==> config.mk <==
export PLATFORM = sky130hd
export DESIGN_NAME = dbgsp_top
export DESIGN_NICKNAME = d
export VERILOG_FILES = /design/src/hw/dbgsp_pkg.sv /design/src/hw/dbgsp_tick_if.sv /design/src/hw/dbgsp_top.sv /design/src/hw/dbgsp_rate_gen.sv
export SDC_FILE = /design/constraint.sdc
export NUM_CORES = 1
export LEC_CHECK = 0
export BUFFER_PORTS_ARGS = -buffer_cell sky130_fd_sc_hd__buf_2
export CORE_MARGIN = 2
export CORE_UTILIZATION = 50
export DETAILED_ROUTE_END_ITERATION = 10
export PLACE_DENSITY = 0.69
export SLEW_MARGIN = 0
export SYNTH_ARGS = -nofsm -noshare
export SYNTH_HDL_FRONTEND = slang
export SYNTH_HIERARCHICAL = 1
export SYNTH_SLANG_ARGS = --single-unit
export TNS_END_PERCENT = 50
==> constraint.sdc <==
create_clock -name ref_clk_i -period 5.7 [get_ports ref_clk_i]
set_clock_uncertainty 0.15 [all_clocks]
set_input_delay 0.285 -clock ref_clk_i [delete_from_list [all_inputs] [get_ports ref_clk_i]]
set_output_delay 0.285 -clock ref_clk_i [all_outputs]
set_load 0.05 [all_outputs]
==> src/hw/dbgsp_pkg.sv <==
// constants and types shared by the debug serial port design
// Overview of operation
// - 9-bit variable mode: start, 8 data, ninth, stop
// - 9-bit modes send tx_ninth_bit as ninth bit
// - rx_ninth_bit gets ninth or stop; mode 0 keeps
// - variable 9-bit mode timed by timer overflows
// - any buffer write starts a transmission
// - mode 0 receives when done clear, enable set
// - async modes receive on start bit if enabled
// - bits 7..6 select mode, firmware written
// - filter drops 9-bit frames with ninth bit zero
// - filter drops 8-bit frames without valid stop
// - filter clear or mode 0: no effect
// - bit 4 enables reception, firmware written
// - 9-bit modes: tx done after ninth bit
// - mode 0 and 8-bit: tx done after eighth bit
// - 9-bit rx done one clock after ninth sample
// - 8-bit rx done one clock after stop sample
// - mode 0 rx done, state 1 tenth cycle
// - hardware updates win over firmware writes
// - mode 0 shifts on rx pin, clock clk/6
// - 8-bit mode: start, 8 data, stop
// - second byte lost while first unread
// - buffer write loads tx, read returns rx
package dbgsp_pkg;
    localparam int CLK_HZ = 20_000_000;
    // register addresses on the special function bus
    localparam logic [7:0] CTRL_ADDR = 8'h98;
    localparam logic [7:0] DATA_ADDR = 8'h99;
    localparam logic [7:0] CTRL_RESET = 8'h00;
    localparam logic [7:0] DATA_RESET = 8'h00;
    // control register field positions
    localparam int MODE_HI_BIT = 7;
    localparam int MODE_LO_BIT = 6;
    localparam int MPF_BIT = 5;
    localparam int REN_BIT = 4;
    localparam int TB8_BIT = 3;
    localparam int RB8_BIT = 2;
    localparam int TI_BIT = 1;
    localparam int RI_BIT = 0;
    // mode encodings
    localparam logic [1:0] MODE_SHIFT = 2'h0;
    localparam logic [1:0] MODE_8VAR = 2'h1;
    localparam logic [1:0] MODE_9FIX = 2'h2;
    localparam logic [1:0] MODE_9VAR = 2'h3;
    // async bit timing, 16 ticks per bit
    localparam logic [3:0] TICK_LAST = 4'hF;
    localparam logic [3:0] TICK_SAMPLE = 4'h7;
    localparam logic [3:0] TX_TI_IDX_8 = 4'h8;
    localparam logic [3:0] TX_TI_IDX_9 = 4'h9;
    localparam logic [3:0] TX_END_IDX_8 = 4'h9;
    localparam logic [3:0] TX_END_IDX_9 = 4'hA;
    localparam logic [3:0] RX_END_IDX = 4'h9;
    // mode 0 machine cycle of six clock phases
    localparam logic [2:0] M0_PH_LAST = 3'h5;
    localparam logic [2:0] M0_PH_RISE = 3'h3;
    localparam logic [2:0] M0_RI_PH = 3'h1;
    localparam logic [3:0] M0_TX_LAST = 4'h7;
    localparam logic [3:0] M0_RX_DONE_IDX = 4'h9;
    // fixed mode prescaler limits: tick at clk/4 or clk/2
    localparam logic [1:0] FIX_PRE_SLOW = 2'h3;
    localparam logic [1:0] FIX_PRE_FAST = 2'h1;

    typedef enum logic [2:0] {
        TX_IDLE  = 3'b001,
        TX_ASYNC = 3'b010,
        TX_SHIFT = 3'b100
    } dbgsp_tx_e;

    typedef enum logic [3:0] {
        RX_IDLE  = 4'b0001,
        RX_ASYNC = 4'b0010,
        RX_SHIFT = 4'b0100,
        RX_DONE  = 4'b1000
    } dbgsp_rx_e;
endpackage

==> src/hw/dbgsp_tick_if.sv <==
// oversampling tick pulses from the rate generator to the core
interface dbgsp_tick_if;
    logic tx_tick;
    logic rx_tick;
    modport gen (output tx_tick, output rx_tick);
    modport core (input tx_tick, input rx_tick);
endinterface

==> src/hw/dbgsp_top.sv <==
// debug serial port: control register, transmitter and receiver
module dbgsp_top (
    // clock and reset
    input wire logic ref_clk_i,
    input wire logic reset_i,
    // special function register port
    input wire logic [7:0] sfr_addr_i,
    input wire logic sfr_wr_i,
    input wire logic sfr_rd_i,
    input wire logic [7:0] sfr_wdata_i,
    output logic [7:0] sfr_rdata_o,
    // baud sources from the timers
    input wire logic t1_ovf_i,
    input wire logic t2_ovf_i,
    input wire logic tx_second_general_timer_i,
    input wire logic rx_second_general_timer_i,
    input wire logic rate_double_i,
    // serial pins
    input wire logic rxd_i,
    output logic rxd_o,
    output logic rxd_oe_o,
    output logic txd_o
);
    typedef struct packed {
        logic [1:0] mode;
        logic mpf;
        logic ren;
        logic tb8;
        logic rb8;
        logic ti;
        logic ri;
        logic [10:0] tx_frame;
        dbgsp_pkg::dbgsp_tx_e tx_st;
        logic [3:0] tx_idx;
        logic [3:0] tx_cnt;
        dbgsp_pkg::dbgsp_rx_e rx_st;
        logic [3:0] rx_idx;
        logic [3:0] rx_cnt;
        logic [7:0] rx_shift;
        logic rx_bit9;
        logic [7:0] rx_buf;
        logic rx_prev;
        logic [2:0] ph;
        logic txd;
        logic rxd_out;
        logic rxd_oe;
        logic [7:0] rdata;
    } dbgsp_core_s;

    dbgsp_core_s s_q, s_d;
    dbgsp_tick_if tick_if ();

    logic wr_ctrl;
    logic wr_data;
    logic nine_bit;
    logic ph_end;
    logic set_ti;
    logic set_ri;
    logic load_rb8;
    logic load_buf;
    logic pass;

    dbgsp_rate_gen u_rate (
        .ref_clk_i(ref_clk_i),
        .reset_i(reset_i),
        .mode_i(s_q.mode),
        .rate_double_i(rate_double_i),
        .tx_second_general_timer_i(tx_second_general_timer_i),
        .rx_second_general_timer_i(rx_second_general_timer_i),
        .t1_ovf_i(t1_ovf_i),
        .t2_ovf_i(t2_ovf_i),
        .tick(tick_if.gen)
    );

    assign wr_ctrl = sfr_wr_i & (sfr_addr_i == dbgsp_pkg::CTRL_ADDR);
    assign wr_data = sfr_wr_i & (sfr_addr_i == dbgsp_pkg::DATA_ADDR);
    assign nine_bit = s_q.mode[1];
    assign ph_end = (s_q.ph == dbgsp_pkg::M0_PH_LAST);

    // frame acceptance by the multiprocessor filter
    always_comb begin
        pass = 1'b1;
        if (s_q.mpf && nine_bit && !s_q.rx_bit9) begin
            pass = 1'b0;
        end
        if (s_q.mpf && s_q.mode == dbgsp_pkg::MODE_8VAR
            && !s_q.rx_bit9) begin
            pass = 1'b0;
        end
    end

    always_comb begin
        s_d = s_q;
        set_ti = 1'b0;
        set_ri = 1'b0;
        load_rb8 = 1'b0;
        load_buf = 1'b0;

        // shared six-phase counter for mode 0 machine cycles
        s_d.ph = ph_end ? 3'h0 : s_q.ph + 3'h1;

        // transmitter
        case (s_q.tx_st)
            dbgsp_pkg::TX_ASYNC: begin
                if (tick_if.tx_tick) begin
                    s_d.tx_cnt = s_q.tx_cnt + 4'h1;
                    if (s_q.tx_cnt == dbgsp_pkg::TICK_LAST) begin
                        s_d.tx_idx = s_q.tx_idx + 4'h1;
                        if (nine_bit
                            && s_q.tx_idx == dbgsp_pkg::TX_TI_IDX_9) begin
                            set_ti = 1'b1;
                        end
                        if (!nine_bit
                            && s_q.tx_idx == dbgsp_pkg::TX_TI_IDX_8) begin
                            set_ti = 1'b1;
                        end
                        if (s_q.tx_idx == (nine_bit
                            ? dbgsp_pkg::TX_END_IDX_9
                            : dbgsp_pkg::TX_END_IDX_8)) begin
                            s_d.tx_st = dbgsp_pkg::TX_IDLE;
                        end
                    end
                end
                // the index runs past the frame once the stop bit ends
                if (s_d.tx_st == dbgsp_pkg::TX_IDLE) begin
                    s_d.txd = 1'b1;
                end else begin
                    s_d.txd = s_d.tx_frame[s_d.tx_idx];
                end
            end
            dbgsp_pkg::TX_SHIFT: begin
                // data on rx pin, shift clock low then high on tx pin
                s_d.rxd_out = s_q.tx_frame[s_q.tx_idx];
                s_d.txd = (s_d.ph >= dbgsp_pkg::M0_PH_RISE);
                if (ph_end) begin
                    s_d.tx_idx = s_q.tx_idx + 4'h1;
                    if (s_q.tx_idx == dbgsp_pkg::M0_TX_LAST) begin
                        set_ti = 1'b1;
                        s_d.tx_st = dbgsp_pkg::TX_IDLE;
                        s_d.rxd_oe = 1'b0;
                        s_d.txd = 1'b1;
                    end else begin
                        s_d.rxd_out = s_q.tx_frame[s_d.tx_idx];
                    end
                end
            end
            default: begin
                s_d.txd = 1'b1;
                s_d.rxd_oe = 1'b0;
            end
        endcase

        // any buffer write restarts the transmitter with the new byte
        if (wr_data) begin
            s_d.tx_idx = 4'h0;
            s_d.tx_cnt = 4'h0;
            s_d.ph = 3'h0;
            if (s_q.mode == dbgsp_pkg::MODE_SHIFT) begin
                s_d.tx_st = dbgsp_pkg::TX_SHIFT;
                s_d.tx_frame = {3'h7, sfr_wdata_i};
                s_d.rxd_out = sfr_wdata_i[0];
                s_d.rxd_oe = 1'b1;
                s_d.txd = 1'b0;
            end else begin
                s_d.tx_st = dbgsp_pkg::TX_ASYNC;
                // stop, ninth (or second stop), data lsb first, start
                s_d.tx_frame = {1'b1, nine_bit ? s_q.tb8 : 1'b1,
                                sfr_wdata_i, 1'b0};
                s_d.txd = 1'b0;
            end
        end

        // receiver
        s_d.rx_prev = rxd_i;
        case (s_q.rx_st)
            dbgsp_pkg::RX_IDLE: begin
                if (s_q.mode == dbgsp_pkg::MODE_SHIFT) begin
                    // pin is shared, so wait for the transmitter
                    if (s_q.ren && !s_q.ri
                        && s_q.tx_st == dbgsp_pkg::TX_IDLE
                        && !wr_data) begin
                        s_d.rx_st = dbgsp_pkg::RX_SHIFT;
                        s_d.rx_idx = 4'h0;
                        s_d.ph = 3'h0;
                    end
                end else if (s_q.ren && s_q.rx_prev && !rxd_i) begin
                    s_d.rx_st = dbgsp_pkg::RX_ASYNC;
                    s_d.rx_idx = 4'h0;
                    s_d.rx_cnt = 4'h0;
                end
            end
            dbgsp_pkg::RX_ASYNC: begin
                if (tick_if.rx_tick) begin
                    s_d.rx_cnt = s_q.rx_cnt + 4'h1;
                    if (s_q.rx_cnt == dbgsp_pkg::TICK_SAMPLE) begin
                        if (s_q.rx_idx == 4'h0) begin
                            // a start bit gone high is a glitch
                            if (rxd_i) begin
                                s_d.rx_st = dbgsp_pkg::RX_IDLE;
                            end
                        end else if (s_q.rx_idx == dbgsp_pkg::RX_END_IDX)
                        begin
                            // ninth bit in 9-bit modes, stop in 8-bit
                            s_d.rx_bit9 = rxd_i;
                            s_d.rx_st = dbgsp_pkg::RX_DONE;
                        end else begin
                            s_d.rx_shift = {rxd_i, s_q.rx_shift[7:1]};
                        end
                    end
                    if (s_q.rx_cnt == dbgsp_pkg::TICK_LAST) begin
                        s_d.rx_idx = s_q.rx_idx + 4'h1;
                    end
                end
            end
            dbgsp_pkg::RX_SHIFT: begin
                if (s_q.ph == dbgsp_pkg::M0_PH_RISE
                    && s_q.rx_idx != 4'h0
                    && s_q.rx_idx != dbgsp_pkg::M0_RX_DONE_IDX) begin
                    s_d.rx_shift = {rxd_i, s_q.rx_shift[7:1]};
                end
                if (ph_end) begin
                    s_d.rx_idx = s_q.rx_idx + 4'h1;
                end
                // clock follows the cycle being entered, high in cycles 0 and 9
                s_d.txd = (s_d.ph >= dbgsp_pkg::M0_PH_RISE)
                          || s_d.rx_idx == 4'h0
                          || s_d.rx_idx == dbgsp_pkg::M0_RX_DONE_IDX;
                if (s_q.rx_idx == dbgsp_pkg::M0_RX_DONE_IDX
                    && s_q.ph == dbgsp_pkg::M0_RI_PH) begin
                    s_d.rx_st = dbgsp_pkg::RX_DONE;
                    s_d.txd = 1'b1;
                end
            end
            dbgsp_pkg::RX_DONE: begin
                s_d.rx_st = dbgsp_pkg::RX_IDLE;
                // an unread byte is kept, the new one is dropped
                if (!s_q.ri) begin
                    if (s_q.mode == dbgsp_pkg::MODE_SHIFT) begin
                        set_ri = 1'b1;
                        load_buf = 1'b1;
                    end else if (pass) begin
                        set_ri = 1'b1;
                        load_buf = 1'b1;
                        load_rb8 = 1'b1;
                    end
                end
            end
            default: begin
                s_d.rx_st = dbgsp_pkg::RX_IDLE;
            end
        endcase
        if (load_buf) begin
            s_d.rx_buf = s_q.rx_shift;
        end

        // control register; hardware updates win over the write
        if (wr_ctrl) begin
            s_d.mode = sfr_wdata_i[dbgsp_pkg::MODE_HI_BIT:
                                   dbgsp_pkg::MODE_LO_BIT];
            s_d.mpf = sfr_wdata_i[dbgsp_pkg::MPF_BIT];
            s_d.ren = sfr_wdata_i[dbgsp_pkg::REN_BIT];
            s_d.tb8 = sfr_wdata_i[dbgsp_pkg::TB8_BIT];
            s_d.rb8 = sfr_wdata_i[dbgsp_pkg::RB8_BIT];
            s_d.ti = sfr_wdata_i[dbgsp_pkg::TI_BIT];
            s_d.ri = sfr_wdata_i[dbgsp_pkg::RI_BIT];
        end
        if (load_rb8) begin
            s_d.rb8 = s_q.rx_bit9;
        end
        if (set_ti) begin
            s_d.ti = 1'b1;
        end
        if (set_ri) begin
            s_d.ri = 1'b1;
        end

        // read data is registered, valid the cycle after the strobe
        if (sfr_rd_i) begin
            case (sfr_addr_i)
                dbgsp_pkg::CTRL_ADDR: begin
                    s_d.rdata = {s_q.mode, s_q.mpf, s_q.ren,
                                 s_q.tb8, s_q.rb8, s_q.ti, s_q.ri};
                end
                dbgsp_pkg::DATA_ADDR: begin
                    s_d.rdata = s_q.rx_buf;
                end
                default: begin
                    s_d.rdata = 8'h00;
                end
            endcase
        end
    end

    always_ff @(posedge ref_clk_i) begin
        if (reset_i) begin
            s_q <= '0;
            s_q.mode <= dbgsp_pkg::CTRL_RESET[dbgsp_pkg::MODE_HI_BIT:
                                             dbgsp_pkg::MODE_LO_BIT];
            s_q.tx_st <= dbgsp_pkg::TX_IDLE;
            s_q.rx_st <= dbgsp_pkg::RX_IDLE;
            s_q.rx_buf <= dbgsp_pkg::DATA_RESET;
            s_q.rx_prev <= 1'b1;
            s_q.txd <= 1'b1;
        end else begin
            s_q <= s_d;
        end
    end

    assign sfr_rdata_o = s_q.rdata;
    assign rxd_o = s_q.rxd_out;
    assign rxd_oe_o = s_q.rxd_oe;
    assign txd_o = s_q.txd;
endmodule // dbgsp_top

==> src/hw/dbgsp_rate_gen.sv <==
// bit-rate tick generator, sixteen ticks per bit
module dbgsp_rate_gen (
    // clock and reset
    input wire logic ref_clk_i,
    input wire logic reset_i,
    // configuration
    input wire logic [1:0] mode_i,
    input wire logic rate_double_i,
    input wire logic tx_second_general_timer_i,
    input wire logic rx_second_general_timer_i,
    // timer overflow pulses
    input wire logic t1_ovf_i,
    input wire logic t2_ovf_i,
    // ticks out
    dbgsp_tick_if.gen tick
);
    typedef struct packed {
        logic [1:0] pre;
        logic t1_tx_half;
        logic t1_rx_half;
    } dbgsp_rate_s;

    dbgsp_rate_s s_q, s_d;
    logic [1:0] pre_lim;
    logic fix_tick;
    logic t1_tx;
    logic t1_rx;

    assign pre_lim = rate_double_i ? dbgsp_pkg::FIX_PRE_FAST
                                   : dbgsp_pkg::FIX_PRE_SLOW;
    assign fix_tick = (s_q.pre == pre_lim);
    // timer 1 is halved unless the rate is doubled
    assign t1_tx = t1_ovf_i & (rate_double_i | s_q.t1_tx_half);
    assign t1_rx = t1_ovf_i & (rate_double_i | s_q.t1_rx_half);

    always_comb begin
        s_d = s_q;
        s_d.pre = fix_tick ? 2'h0 : s_q.pre + 2'h1;
        if (t1_ovf_i) begin
            s_d.t1_tx_half = ~s_q.t1_tx_half;
            s_d.t1_rx_half = ~s_q.t1_rx_half;
        end
    end

    always_comb begin
        case (mode_i)
            dbgsp_pkg::MODE_9FIX: begin
                tick.tx_tick = fix_tick;
                tick.rx_tick = fix_tick;
            end
            dbgsp_pkg::MODE_8VAR, dbgsp_pkg::MODE_9VAR: begin
                tick.tx_tick = tx_second_general_timer_i ? t2_ovf_i : t1_tx;
                tick.rx_tick = rx_second_general_timer_i ? t2_ovf_i : t1_rx;
            end
            default: begin
                tick.tx_tick = 1'b0;
                tick.rx_tick = 1'b0;
            end
        endcase
    end

    always_ff @(posedge ref_clk_i) begin
        if (reset_i) begin
            s_q <= '0;
        end else begin
            s_q <= s_d;
        end
    end
endmodule // dbgsp_rate_gen

==> results.md <==
* Fmax at approximately 300 MHz
* Io pins at 37
* Clock Path Buffers at 2
* Adder-cell share of the synthesized area at 0.0262
* DP HPWL at 7190 µm
* Clock H-tree levels at 3
* VDD IR-drop max at roughly 120 µV
* Gate power share at 0.084
* MaxCap Viol Count at 0
* Final setup vio count at 0
* Outcome: finished, final reports clean
* Placement Rows at 33
* Layout cells sized above 1 at 0.145
* Global routing's busiest layer: met2
* Routed vias/inst at between 5 and 6
* Multiplexer share of the synthesized area at 0.0629
* First-pass GRT wire length at approximately 17000 µm
* Clock Latency Late Sink at roughly 0.35 ns
* Critical Path End Type: flip-flop
* Cell Pwr Density at about 230 nW/µm²
* Synth Area in Compound Gates at 0.211
* Vias in the first global route at between 3000 and 4000
* Synth top area cells: dfxtp_1 36%, nor2_1 5.8%, a21oi_1 4.9%, nand2_1 4.9%, mux2i_1 4.2%
* GRT Overall Usage at 0.214
* Switching Share at 0.257
* Tmin final at 3.32 ns
* Post-Synthesis Cells at between 500 and 600
* Crit path launch type: flip-flop
* GPL Wtd Cong at slightly below 0.9
* # fillers at slightly above 800
* Number of warnings issued by yosys at 6
* Hold Crit Class: input pin to flip-flop
* Vias after detailed routing at between 3000 and 4000
* Global Route met2 Usage at 0.342
* Mean area per synthesized cell at a little over 8 µm²
* Sequential share of power at 0.544
* WL final at 9890 µm
* Initial core utilization at 0.520
* Synth Area in Simple Gates at 0.256
* Post-synth cell types at 70
* Initial antenna violation count at 0
* Int Pwr at 0.000772 W
* Most frequent cells in the layout: 78 x dfxtp_1, 66 x nor2_1, 56 x nand2_1
* Clock slew at reported path FFs at roughly 0.080 ns
* WHS at between 0.04 and 0.05 ns
* Worst Max-Slew Pin Slew at about 1.1 ns
* # port buffers at 36
* Seq cells post-synth at 78
* Register area share after synthesis at 0.364
* Slew margin rel. at 0.248
* Largest net degree at the start of global routing at between 60 and 70
* Area of the core at a little over 8000 µm²
* Pins Over Slew Limit at 0
* DR iter-0 viols at around 180
* Commonest non-fill, non-tap cell in the layout: dfxtp_1
* Total clock sinks at between 70 and 80
* Crit-path slowest cell: dfxtp_1
* Post CTS Setup Buffer Count at 0
* Final Hold Vio Count at 0
* Die Ht at 96.7 µm
* Post-CTS Hold Buffers at 0
* Grt met3 use at 0.0412
* Max incr delay on CP at 0.78 ns
* CTS tree: built
* Root buf cell: clkbuf_8
* Post-synth top area share at 0.364
* Area delta synth->final at 7.02%
* Syn nets at 560
* Drc violations at 0
* Inserted Diodes at 0
* Period utilisation layout at 0.583
* Synth Area in XOR/XNOR at 0.0245
* Cell Area, Synth at 4300 µm²
* Unrepaired setup endpoints after global routing: false
* Crit Path Max Fanout at 21
* Static Leak at 1.60 nW
* GR met1 Demand/Resource at 0.294
* First drt pass iteration count at 5
* Antenna Nets Post-Route at 0
* Post-cts resize count at 0
* Total gr overflow at 0
* Post-DR wirelength/cell at between 15 and 20 µm
* Critical path type: flip-flop to flip-flop
* CP bufs+invs at 1
* CP required at 5.80 ns
* Clk pwr share at 0.372
* Switch Pwr at about 0.00027 W
* Full die area at slightly above 9000 µm²
* Largest family of logic cells by synthesized area: simple AND/OR/NAND/NOR gates
* Delay-heaviest family, CP: flip-flops
* TritonCTS Buffers at 9
* Final total power at around 0.0010 W
* Largest area contributor in the netlist: dfxtp_1
* TNS Setup at 0 ns
* Dominant register cell in the synthesized netlist: dfxtp_1
* Die width at 96.7 µm
* Nets at between 500 and 600
* Ys async rst share at 0
* Post-synth EDFFs at 0
* Cell Chain, Critical Path: inv_1 > ha_1 > nor2b_1 > or2_0 > mux4_2 > o21ai_0 > nand3_1 > a221oi_1
* Critical Path AT at 3.42 ns
-- through the flow --
step           utilization  instances  setup slack (ns)  area [µm²]
2_1_floorplan            -        525              2.95        4300
3_3_place_gp         0.534        626              2.55        4410
3_5_place_dp         0.534        626              2.42        4410
4_1_cts              0.557        642              2.40        4600
5_1_grt              0.557        642              2.13        4600
6_report             0.557        642              2.38        4600
-- worst paths after layout --
path	start	end	slack [ns]	depth (start not counted)
min	rxd_i	s_q[14]$_SDFF_PP1_	0.05	2
max	s_q[48]$_SDFFE_PP0P_	rxd_o$_SDFF_PP0_	2.38	8
min reg2reg	s_q[24]$_SDFFE_PP0P_	s_q[24]$_SDFFE_PP0P_	0.31	2
max reg2reg	s_q[48]$_SDFFE_PP0P_	rxd_o$_SDFF_PP0_	2.38	8
-- power groups by stage --
stage | combinational, W | clock [W] | sequential [W]
2_1_floorplan | 0.0000710 | 0 | 0.000574
3_3_place_gp | 0.0000862 | 0 | 0.000577
3_5_place_dp | 0.0000875 | 0 | 0.000578
4_1_cts | 0.0000880 | 0.000395 | 0.000565
5_1_grt | 0.0000963 | 0.000425 | 0.000567
6_report | 0.0000873 | 0.000387 | 0.000565
-- cells in the mapped netlist, drive strengths merged, types with 2 or more instances --
library cell,n
nor4b,4
mux2i,18
o211ai,5
mux2,4
nor3b,5
o22ai,3
mux4,2
nor4,2
xor2,6
nand4,6
nand3b,7
a2111o,2
or4b,2
a22oi,9
or4,2
and4b,3
nor3,6
nand2b,7
xnor2,6
or2,3
nand2,56
clkbuf,27
a21o,5
o21ai,36
a21oi,42
dfxtp,78
inv,7
a211oi,10
a31oi,7
or3,2
a311oi,9
and2,7
nor2,67
ha,9
and3,5
nand3,26
buf,14
-- worst reg2reg max path, cell delays in order, from the launching register on --
cell and delay [ns]:
dfxtp_1 0.78, inv_1 0.27, ha_1 0.52, nor2b_1 0.22, or2_0 0.21, mux4_2 0.47
o21ai_0 0.19, nand3_1 0.10, a221oi_1 0.32
-- cell families (layout without fill, tap and decap cells) --
kind of cell	after synthesis	after routing
buffers and inverters	49	61
XOR/XNOR	12	12
adder cells (fa/ha/maj)	9	9
multiplexers	24	24
AND/OR/NAND/NOR	215	215
AO/OA/AOI/OAI	138	138
flip-flops	78	78
-- sequential cells by signal, indices dropped and copies added (netlist names) --
| register | cells |
|---|---|
| nine_bit | 1 |
| rxd_o | 1 |
| rxd_oe_o | 1 |
| s_q | 62 |
| sfr_rdata_o | 8 |
| txd_o | 1 |
| u_rate/s_q | 4 |
-- area by class of cell --
class / count / area, µm² / area share
Clock buffer: 12 / 155 / 0.0338
Clock inverter: 4 / 30.0 / 0.00653
Inverter: 7 / 26.3 / 0.00572
Multi-Input combinational cell: 398 / 2500 / 0.543
Sequential cell: 78 / 1560 / 0.340
Tap cell: 105 / 131 / 0.0286
Timing Repair Buffer: 38 / 195 / 0.0425
-- layer usage --
metal / vias up / wire length, µm
li1: 1907 / -
met3: 12 / 385
met1: 1799 / 4750
met2: 72 / 4590
met5: - / 0
met4: 0 / 161
(Power assumes the default switching activity.)
